===== src/core/eeprom_host_pkg.sv =====
package eeprom_host_pkg;
    // device geometry
    localparam int ADDR_W = 11;
    localparam int DATA_W = 8;
    localparam logic [7:0] ERASED_BYTE = 8'hff;

    // system clock
    localparam int SYS_PERIOD_NS = 10;

    // pin timing, each in its own unit
    localparam int STROBE_MIN_MS = 9;
    localparam int STROBE_MAX_MS = 15;
    localparam int CHIP_ERASE_MS = 10;
    localparam int POST_WRITE_WAIT_US = 40;
    localparam int WRITE_SETUP_NS = 150;
    localparam int WRITE_HOLD_NS = 100;
    localparam int ADDRESS_ACCESS_DELAY_NS = 250;
    localparam int SELECT_ACCESS_DELAY_NS = 250;
    localparam int OUTPUT_FLOAT_NS = 80;

    // cycle counts: least times round up, longest time rounds down
    localparam int STROBE_MIN_CYC = (STROBE_MIN_MS * 1000000 + SYS_PERIOD_NS - 1) / SYS_PERIOD_NS;
    localparam int STROBE_MAX_CYC = (STROBE_MAX_MS * 1000000) / SYS_PERIOD_NS;
    localparam int CHIP_ERASE_CYC = (CHIP_ERASE_MS * 1000000 + SYS_PERIOD_NS - 1) / SYS_PERIOD_NS;
    localparam int POST_WRITE_WAIT_CYC = (POST_WRITE_WAIT_US * 1000 + SYS_PERIOD_NS - 1)
        / SYS_PERIOD_NS;
    localparam int WRITE_SETUP_CYC = (WRITE_SETUP_NS + SYS_PERIOD_NS - 1) / SYS_PERIOD_NS;
    localparam int WRITE_HOLD_CYC = (WRITE_HOLD_NS + SYS_PERIOD_NS - 1) / SYS_PERIOD_NS;
    localparam int ACCESS_CYC = (ADDRESS_ACCESS_DELAY_NS + SYS_PERIOD_NS - 1) / SYS_PERIOD_NS;
    localparam int FLOAT_CYC = (OUTPUT_FLOAT_NS + SYS_PERIOD_NS - 1) / SYS_PERIOD_NS;
    localparam int SYNC_STAGES = 2;
    // wait from gate low to sampling: access plus synchroniser plus margin
    localparam int READ_WAIT_CYC = ACCESS_CYC + SYNC_STAGES + 1;

    localparam int CNT_W = 24;

    // values after reset
    localparam logic [ADDR_W-1:0] ADDR_RESET = 11'h000;
    localparam logic [DATA_W-1:0] DATA_RESET = 8'h00;

    // host operations
    typedef enum logic [1:0] {
        OP_READ,
        OP_WRITE,
        OP_ERASE,
        OP_CHIP_ERASE
    } op_t;

    // one request from the user side
    typedef struct packed {
        op_t op;
        logic [ADDR_W-1:0] addr;
        logic [DATA_W-1:0] data;
    } cmd_t;

    // pins driven towards the memory
    typedef struct packed {
        logic select_n;
        logic gate_n;
        logic strobe_n;
        logic gate_high_volt;
        logic [ADDR_W-1:0] addr;
        logic [DATA_W-1:0] dq_out;
        logic dq_oe;
    } pins_t;
endpackage


===== src/core/eeprom_pin_sync.sv =====
`timescale 1ns/1ns
// two-stage synchroniser for the data pins coming back from the memory
module eeprom_pin_sync #(
    parameter int WIDTH = 8
) (
    // clock, reset, enable
    input wire logic clk_sys,
    input wire logic rst,
    input wire logic en,
    // pins and synchronised copy
    input wire logic [WIDTH-1:0] pin_in,
    output logic [WIDTH-1:0] pin_sync
);
    logic [WIDTH-1:0] stage1; // read only by stage two
    logic [WIDTH-1:0] stage2;

    // both stages frozen with the enable
    always_ff @(posedge clk_sys or posedge rst) begin
        if (rst) begin
            stage1 <= '0;
            stage2 <= '0;
        end else if (en) begin
            stage1 <= pin_in;
            stage2 <= stage1;
        end
    end

    assign pin_sync = stage2;
endmodule


===== src/core/eeprom_host.sv =====
`timescale 1ns/1ns
// Operation
// - erase a byte before writing it
// - erase: address, data all ones, strobe low
// - gate stays high during erase and write
// - strobe low between 9 and 15 ms
// - repeat strobe with the data to store
// - pins stable through the whole programming time
// - data all ones during chip erase
// - select decoded, gate follows read strobe
// - wait 40 us after each write cycle
module eeprom_host
    import eeprom_host_pkg::*;
#(
    parameter int unsigned PULSE_CYCLES = STROBE_MIN_CYC,
    parameter int unsigned CHIP_CYCLES = CHIP_ERASE_CYC
) (
    // clock, reset, enable
    input wire logic clk_sys,
    input wire logic rst,
    input wire logic en,
    // user request
    input wire logic cmd_valid,
    output logic cmd_ready,
    input wire eeprom_host_pkg::cmd_t cmd,
    // user answer
    output logic done,
    output logic [eeprom_host_pkg::DATA_W-1:0] rd_data,
    output logic busy,
    // memory pins
    output eeprom_host_pkg::pins_t pins,
    input wire logic [eeprom_host_pkg::DATA_W-1:0] dq_in
);
    import eeprom_host_pkg::*;

    typedef enum {
        ST_IDLE,
        ST_SETUP,
        ST_STROBE,
        ST_HOLD,
        ST_RECOVER,
        ST_RD_WAIT,
        ST_RD_FLOAT
    } state_t;

    state_t state, next_state; // sequencer
    cmd_t req, next_req; // latched request
    logic erase_phase, next_erase_phase; // erase step: first half of a write, or the whole of a byte erase
    logic [CNT_W-1:0] cnt, next_cnt; // down counter of the current step
    pins_t next_pins; // pin values for the next cycle
    logic next_done;
    logic [DATA_W-1:0] next_rd_data;
    logic [DATA_W-1:0] dq_sync; // data pins after two flops

    localparam logic [CNT_W-1:0] SETUP_LOAD = CNT_W'(WRITE_SETUP_CYC - 1);
    localparam logic [CNT_W-1:0] HOLD_LOAD = CNT_W'(WRITE_HOLD_CYC - 1);
    localparam logic [CNT_W-1:0] WAIT_LOAD = CNT_W'(POST_WRITE_WAIT_CYC - 1);
    localparam logic [CNT_W-1:0] READ_LOAD = CNT_W'(READ_WAIT_CYC - 1);
    localparam logic [CNT_W-1:0] FLOAT_LOAD = CNT_W'(FLOAT_CYC - 1);
    localparam logic [CNT_W-1:0] PULSE_LOAD = CNT_W'(PULSE_CYCLES - 1);
    localparam logic [CNT_W-1:0] CHIP_LOAD = CNT_W'(CHIP_CYCLES - 1);

    // the memory answers from outside our clock, so sample it late and synced
    eeprom_pin_sync #(
        .WIDTH(DATA_W)
    ) u_dq_sync (
        .clk_sys(clk_sys),
        .rst(rst),
        .en(en),
        .pin_in(dq_in),
        .pin_sync(dq_sync)
    );

    // handshake outputs straight from state
    assign cmd_ready = (state == ST_IDLE);
    assign busy = (state != ST_IDLE);

    // sequencer next values
    always_comb begin
        next_state = state;
        next_req = req;
        next_erase_phase = erase_phase;
        next_cnt = (cnt != '0) ? cnt - CNT_W'(1) : cnt;
        next_done = 1'b0;
        next_rd_data = rd_data;
        case (state)
            ST_IDLE: begin
                // a single request at a time; ready is low otherwise
                if (cmd_valid) begin
                    next_req = cmd;
                    if (cmd.op == OP_READ) begin
                        next_state = ST_RD_WAIT;
                        next_cnt = READ_LOAD;
                    end else begin
                        next_state = ST_SETUP;
                        next_cnt = SETUP_LOAD;
                        // a write always starts with an erase of the byte
                        next_erase_phase = (cmd.op != OP_CHIP_ERASE);
                    end
                end
            end
            ST_SETUP: begin
                // address and select settle before the strobe falls
                if (cnt == '0) begin
                    next_state = ST_STROBE;
                    next_cnt = (req.op == OP_CHIP_ERASE) ? CHIP_LOAD : PULSE_LOAD;
                end
            end
            ST_STROBE: begin
                if (cnt == '0) begin
                    next_state = ST_HOLD;
                    next_cnt = HOLD_LOAD;
                end
            end
            ST_HOLD: begin
                // data still held after strobe rises
                if (cnt == '0) begin
                    next_state = ST_RECOVER;
                    next_cnt = WAIT_LOAD;
                end
            end
            ST_RECOVER: begin
                if (cnt == '0) begin
                    if (req.op == OP_WRITE && erase_phase) begin
                        // same sequence again, now with the real byte
                        next_erase_phase = 1'b0;
                        next_state = ST_SETUP;
                        next_cnt = SETUP_LOAD;
                    end else begin
                        next_erase_phase = 1'b0;
                        next_state = ST_IDLE;
                        next_done = 1'b1;
                    end
                end
            end
            ST_RD_WAIT: begin
                // select and gate fell together, so one access time covers both
                if (cnt == '0) begin
                    next_rd_data = dq_sync;
                    next_state = ST_RD_FLOAT;
                    next_cnt = FLOAT_LOAD;
                end
            end
            ST_RD_FLOAT: begin
                // let the memory release the bus before anyone drives it
                if (cnt == '0) begin
                    next_state = ST_IDLE;
                    next_done = 1'b1;
                end
            end
            default: begin
                next_state = ST_IDLE;
            end
        endcase
    end

    // pin levels follow the next state so that they come from flops
    always_comb begin
        next_pins.select_n = 1'b1;
        next_pins.gate_n = 1'b1;
        next_pins.strobe_n = 1'b1;
        next_pins.gate_high_volt = 1'b0;
        next_pins.addr = next_req.addr;
        next_pins.dq_out = next_req.data;
        next_pins.dq_oe = 1'b0;
        case (next_state)
            ST_SETUP, ST_STROBE, ST_HOLD: begin
                next_pins.select_n = 1'b0;
                next_pins.gate_n = 1'b1;
                next_pins.strobe_n = (next_state != ST_STROBE);
                next_pins.dq_oe = 1'b1;
                // erase of a byte or of the array wants all ones
                if (next_erase_phase || next_req.op == OP_CHIP_ERASE) begin
                    next_pins.dq_out = ERASED_BYTE;
                end
                next_pins.gate_high_volt = (next_req.op == OP_CHIP_ERASE);
            end
            ST_RD_WAIT: begin
                // gate low only for a read, like a bus read strobe
                next_pins.select_n = 1'b0;
                next_pins.gate_n = 1'b0;
            end
            default: begin
                // standby: select high blocks every write
                next_pins.select_n = 1'b1;
            end
        endcase
    end

    // register everything; enable low freezes it all
    always_ff @(posedge clk_sys or posedge rst) begin
        if (rst) begin
            state <= ST_IDLE;
            req <= '{op: OP_READ, addr: ADDR_RESET, data: DATA_RESET};
            erase_phase <= 1'b0;
            cnt <= '0;
            done <= 1'b0;
            rd_data <= DATA_RESET;
            pins <= '{select_n: 1'b1, gate_n: 1'b1, strobe_n: 1'b1, gate_high_volt: 1'b0,
                addr: ADDR_RESET, dq_out: DATA_RESET, dq_oe: 1'b0};
        end else if (en) begin
            state <= next_state;
            req <= next_req;
            erase_phase <= next_erase_phase;
            cnt <= next_cnt;
            done <= next_done;
            rd_data <= next_rd_data;
            pins <= next_pins;
        end
    end

    // helper logic for the checks below
    logic [CNT_W-1:0] strobe_len; // enabled cycles with strobe low
    logic [CNT_W-1:0] gap_len; // enabled cycles since the last strobe rose
    logic erased_ok; // an erase of the current byte has completed

    always_ff @(posedge clk_sys or posedge rst) begin
        if (rst) begin
            strobe_len <= '0;
            gap_len <= '1; // saturated: no write yet, so no gap is owed
            erased_ok <= 1'b0;
        end else if (en) begin
            strobe_len <= !pins.strobe_n ? strobe_len + CNT_W'(1) : '0;
            gap_len <= !pins.strobe_n ? '0 :
                (gap_len != {CNT_W{1'b1}} ? gap_len + CNT_W'(1) : gap_len);
            if (state == ST_IDLE) begin
                erased_ok <= 1'b0;
            end else if (state == ST_STROBE && next_state == ST_HOLD && erase_phase) begin
                erased_ok <= 1'b1;
            end
        end
    end
endmodule


===== config.mk =====
export PLATFORM = sky130hd
export DESIGN_NAME = eeprom_host
export DESIGN_NICKNAME = d
export VERILOG_FILES = /design/src/core/eeprom_host_pkg.sv /design/src/core/eeprom_pin_sync.sv /design/src/core/eeprom_host.sv
export SDC_FILE = /design/constraint.sdc
export NUM_CORES = 1
export LEC_CHECK = 0
export BUFFER_PORTS_ARGS = -buffer_cell sky130_fd_sc_hd__buf_4
export CAP_MARGIN = 20
export CORE_ASPECT_RATIO = 1.75
export CORE_MARGIN = 2
export CORE_UTILIZATION = 40
export DETAILED_ROUTE_END_ITERATION = 16
export GPL_ROUTABILITY_DRIVEN = 1
export PLACE_DENSITY = 0.55
export SKIP_CTS_REPAIR_TIMING = 1
export SLEW_MARGIN = 10
export SYNTH_ARGS = -nofsm -noshare
export SYNTH_HDL_FRONTEND = slang
export SYNTH_SLANG_ARGS = --single-unit

===== constraint.sdc =====
create_clock -name clk_sys -period 4.6 [get_ports clk_sys]
set_clock_uncertainty 0.1 [all_clocks]
set_input_delay 0.23 -clock clk_sys [delete_from_list [all_inputs] [get_ports clk_sys]]
set_output_delay 0.23 -clock clk_sys [all_outputs]
set_load 0.03 [all_outputs]

=== Yosys cells after proc, flatten, opt, wreduce, memory -nomap -nowiden ===
Cells that the tools add are included.

* Register bits: 116
* Latch bits: 0
* RAM bits: 0
* Memory bits (read-only): 0
* Input port bits: 33
* Output and inout port bits: 35
* Word-level logic and storage cells: 80
* Memories: 0

* Add/subtract/negate cells: 1
* Multipliers: 0
* Divide/modulo/power cells: 0
* $lt $le $gt $ge: 0
* Eq/ne operators: 15
* Shift-type cells: 0
* Multiplexer cells: 36
* Bitwise operators: 0
* Reductions and logical operators: 12

{| class="wikitable"
|+ Operators by type and width
! cell !! number
|-
| 32-bit 2-to-1 mux || 7
|-
| 32-bit case mux with 7 select lines || 1
|-
| 24-bit 2-to-1 mux || 8
|-
| 24-bit case mux with 6 select lines || 1
|-
| 32-bit by 2-bit == test with 1-bit output (second input constant) || 4
|-
| 32-bit by 3-bit == test with 1-bit output (second input constant) || 4
|-
| 32-bit by 1-bit == test with 1-bit output (second input constant) || 2
|-
| 32-bit logical NOT || 2
|-
| 21-bit 2-to-1 mux || 2
|-
| 32-bit by 3-bit != test with 1-bit output (second input constant) || 1
|-
| 32-bit nonzero test || 1
|-
| 24-bit logical NOT || 1
|-
| 24-bit nonzero test || 1
|-
| 24-bit by 1-bit subtractor with 24-bit output (second input constant) || 1
|-
| 18-bit 2-to-1 mux || 1
|-
| 1-bit 2-to-1 mux || 9
|-
| 9-bit 2-to-1 mux || 1
|-
| 8-bit 2-to-1 mux || 1
|-
| 3-bit AND reduction || 2
|-
| 5-bit 2-to-1 mux || 1
|-
| 2-bit == test (second input constant) || 2
|-
| 1-bit case mux with 2 select lines || 2
|-
| 4-bit OR reduction || 1
|-
| 3-bit 2-to-1 mux || 1
|-
| 7 further kinds || 7
|}

=== Logic depth before layout (Yosys ltp) ===
* Depth after elaboration: 8
* Depth in mapped cells: 12
* Gate-level depth less buffers: 10

=== Hierarchy ===
A second synthesis with hierarchy kept.

* Cells, all modules: 562
* Area, all modules: 6162.2 um^2

{| class="wikitable"
|+ Modules (own cells, without submodules)
! module !! instances !! cells an instance !! area an instance (um^2) !! sequential area each (um^2)
|-
| eeprom_host || 1 || 527 || 5509.0 || 2506.2
|-
| eeprom_pin_sync || 1 || 35 || 653.1 || 400.4
|}

=== Worst setup path after synthesis ===
No wires, ideal clock.

* Path kind: reg-to-reg
* Start point: register state[5]
* End point: register req[19] in the netlist's numbering
* Setup time: 0.127 ns
* Arrival time: 2.615 ns
* Data required time: 4.373 ns
* Path slack: 1.758 ns
* Cell stages (with the launch flop): 9
* Path buffers: 2
* Period minus slack after synthesis: 2.842 ns
* Path through: dfrtp_1 or4_1 nor3_1 and3_1 clkbuf_1 and2_1 nand2_1 buf_1 mux2_1

* Cells in the longest elaborated chain, start to end: 2

{| class="wikitable"
|+ Ends and longest elaborated chain
! what !! RTL line !! RTL
|-
| from (decl) || eeprom_host.sv:46 || <nowiki>state_t state, next_state;</nowiki>
|-
| from (signal assigned) || eeprom_host.sv:202 || <nowiki>state <= next_state;</nowiki>
|-
| 32-bit logical NOT || eeprom_host.sv:86 || <nowiki>case (state)</nowiki>
|-
| 21-bit 2-to-1 mux || eeprom_host.sv:86 ||
|-
| to (signal assigned) || eeprom_host.sv:194 || <nowiki>req <= '{op: OP_READ, addr: ADDR_RESET, data: DATA_RESET};</nowiki>
|-
| to (signal assigned) || eeprom_host.sv:203 || <nowiki>req <= next_req;</nowiki>
|-
| to (decl) || eeprom_host.sv:47 || <nowiki>cmd_t req, next_req;</nowiki>
|}

Every way passes these cells.
A chain may end at the register's enable or synchronous reset.

=== Final worst setup path ===
* Start point: register state[5]
* End point: register req[20] in the netlist's numbering

The elaborated chain is that of the path after synthesis.

==> flow_summary.yaml <==
timing:
  finalSetupViolations: 0
  max_freq_mhz: 277.9
  tns_ns: 0
  hold_viol: 72
  post-route-min-period_ns: 3.599
  rsz0062_at_grt: "false"
  hold-worst-slack_ns: -0.07779
  report.final.slew_viol_count: 0
  maxSlewHeadroom: 0.2807
  tightest_slew_ns: 1.070
  finalCritPeriodShare: 0.7824
logic_synthesis:
  synthArstFlopShare: 1.000
  synth_area_per_cell_um2: 10.13
  ys_types: 65
  synth-edff-count: 0
  yosysSeqAreaShare: 0.5068
  synthAdderAreaFrac: 0.004363
  syn_inst: 566
  synth_compound_area_frac: 0.1435
  synthesis.nets: 601
  ys.flop_type: "dfrtp_1"
  synth_area_mm2: 0.005736
  synth_top_family_by_area: "simple AND/OR/NAND/NOR gates"
  synthXorXnorAreaFrac: 0.004581
  synthMuxAreaShare: 0.08835
  yosys_warnings: 0
  ys_ff_latch: 116
  yosys.area_share.simple: 0.2024
setup_path:
  worst-path-max-fanout: 22
  worstSetupPathType: "flop to flop"
  start_kind: "flop"
  cp-startpoint: "state[5]$_DFFE_PP0P_"
  timing.rr.end: "req[20]$_DFFE_PP0P_"
  endpoint_kind: "flop"
  reg2reg_depth: 6
  worstPathArrival_ns: 3.79
  cp-endpoint: "req[20]$_DFFE_PP0P_"
  worstPathRequired_ns: 4.79
  r2r-start: "state[5]$_DFFE_PP0P_"
  r2r_setup_slack_ns: 1.00
floorplanning:
  core-area_mm2: 0.01398
  die_w_um: 94.52
  rows: 57
  start_util: 0.4103
  fp.dieH_um: 162.4
  die-area_mm2: 0.01535
  io_pins: 68
power:
  p_leak_uw: 0.003262
  p_per_area_mw_per_mm2: 565.3
  ir_worst_vdd_mv: 0.3559
status:
  outcome: "complete, but fails checks"
  violations: "hold timing"
clock_network:
  cts_root_buf: "clkbuf_16"
  cts_made_buffers: 17
  htreeDepth: 4
  clkLatencyLatePin_ns: 0.41
  cts_sinks: 116
  clockBufferDepth: 2
  path_clk_slew_ns: 0.06
  cts_tree: "done"
final_layout:
  fin_nets: 683
  drive_above_1_share: 0.2027
  fillers: 1339
  fin_cells: 838
  antenna_cells: 0
  areaGrowthSynthToFinish_pct: 25.48
grt:
  grt_pass1_vias: 4755
  grt.total_usage: 0.2059
  grt_antenna_before_repair: 0
  grt.overflow.total: 0
  grt_pass1_wl_mm: 24.43
  grt_max_degree: 91
drt:
  drcViolationCount: 0
  via_per_inst: 5.592
  vias: 4686
  wl_per_cell_um: 17.96
  drt_first_pass_iters: 5
  drt-initial-drc-count: 342
  ant_nets: 0
  wl_mm: 15.05
placement:
  place_congestion: 0.9620
  io_buffers: 67
  post-dp-hpwl_mm: 10.46
  dp.cells: 778
worst_hold_path:
  hp-class: "input pin to asynchronous set/reset pin"
flow_run:
  maxCapViolCount: 0
stage by stage:
stage               cell area [um^2]  setup WS, ns  hold slack, ns    util  total power, uW
floorplan                       5736         1.203          0.2617       -             2352
global placement                6299         1.127          0.3429  0.4506             2657
detailed placement              6299         1.018          0.3462  0.4506             2689
CTS                             6917        0.9748        -0.08825  0.4948             4088
global route                    7197        0.7602        0.005202  0.5149             4291
finish                          7197         1.001        -0.07779  0.5149             4068
where the power goes:
part	internal, uW	total, uW	switching (uW)
clock	866	1380	513
combinational	500	1230	731
sequential	1250	1460	213
layout make-up:
cell class	instances	area, um^2	share of cell area
Sequential cell	116	2907	0.4039
Multi-Input combinational cell	392	2542	0.3533
Timing Repair Buffer	101	828.3	0.1151
Clock buffer	17	425.4	0.05911
Tap cell	177	221.5	0.03077
Clock inverter	15	192.7	0.02677
Inverter	20	80.08	0.01113
worst min-delay path by stage:
stage	end	slack, ns	cells past startpoint
2_1_floorplan	req[20]$_DFFE_PP0P_	0.26	1
3_3_place_gp	req[8]$_DFFE_PP0P_	0.34	2
3_5_place_dp	req[15]$_DFFE_PP0P_	0.35	2
4_1_cts	req[18]$_DFFE_PP0P_	-0.09	2
5_1_grt	req[20]$_DFFE_PP0P_	0.005	2
6_report	u_dq_sync.stage1[3]$_DFFE_PP0P_	-0.08	2
Yosys cell counts, types with 3 or more instances:
cell / n / area share
nor2b_1: 29 / 0.032
nor2_1: 44 / 0.029
a31oi_1: 7 / 0.0076
o21a_1: 5 / 0.0065
nand2_1: 37 / 0.024
o21ai_0: 10 / 0.0087
clkbuf_1: 19 / 0.012
a221oi_1: 4 / 0.0061
buf_4: 11 / 0.014
dfrtp_1: 113 / 0.49
nand3_1: 14 / 0.012
buf_6: 3 / 0.0059
and3_1: 12 / 0.013
o21ai_1: 24 / 0.021
nand2b_1: 3 / 0.0033
mux2_2: 16 / 0.031
o31ai_1: 8 / 0.010
and2_1: 4 / 0.0044
a311oi_1: 3 / 0.0046
nand4_1: 8 / 0.0087
a211oi_1: 3 / 0.0039
a21oi_1: 36 / 0.031
and4_1: 5 / 0.0076
a21o_1: 3 / 0.0039
nor3_1: 19 / 0.017
or3_1: 8 / 0.0087
mux2_1: 29 / 0.057
inv_1: 19 / 0.012
buf_1: 3 / 0.0020
dfstp_2: 3 / 0.014
nor4_1: 17 / 0.019
layout by cell type (no fill, tap or decap), types with 3 or more instances in the layout:
master,n
o31ai_1,8
dlygate4sd3_1,28
a211oi_1,3
o21ai_0,10
nand3_1,14
mux2_2,16
nor4_1,17
nor2b_1,29
clkinv_4,3
inv_1,18
nand2_1,37
a31oi_1,7
a221oi_1,4
dfrtp_1,113
nor3_1,19
or3_1,8
and3_1,12
dfstp_2,3
nand4_1,8
o21ai_1,24
nand2b_1,3
and4_1,5
mux2_1,29
a21oi_1,36
a311oi_1,3
bufinv_16,3
nor2_1,44
and2_1,4
a21o_1,3
o21a_1,5
inv_6,7
buf_4,73
clkbuf_16,17
registers in the layout, indices dropped and copies added (netlist names):
| signal | count |
|---|---|
| rd_data | 8 |
| u_dq_sync.pin_sync | 8 |
| done | 1 |
| u_dq_sync.stage1 | 8 |
| req | 21 |
| state | 32 |
| cnt | 24 |
| pins | 13 |
| erase_phase | 1 |
cell families (layout without fill, tap and decap cells):
| kind of cell | count (synthesis) | count (layout) |
|---|---|---|
| flip-flops | 116 | 116 |
| multiplexers | 45 | 45 |
| AO/OA/AOI/OAI | 128 | 128 |
| buffers and inverters | 58 | 153 |
| AND/OR/NAND/NOR | 214 | 214 |
| XOR/XNOR | 3 | 3 |
| adder cells (fa/ha/maj) | 2 | 2 |
routing by layer:
layer  vias up  GRT usage  part of all wire
li1       2225          -                 -
met1      2308     0.2370              0.39
met2       127     0.3675              0.55
met3        26    0.03563             0.035
met4         0    0.09223             0.027
met5         -          0                 0
worst max-delay path, cell delays in order, from the launching register on:
cell and delay (ns):
dfrtp_1 0.39, or4_1 0.63, nor3_1 0.29, and3_1 0.30, and2_1 0.47, nand2_1 0.71
mux2_1 0.57
No activity file was read; power rests on OpenSTA's default activity.
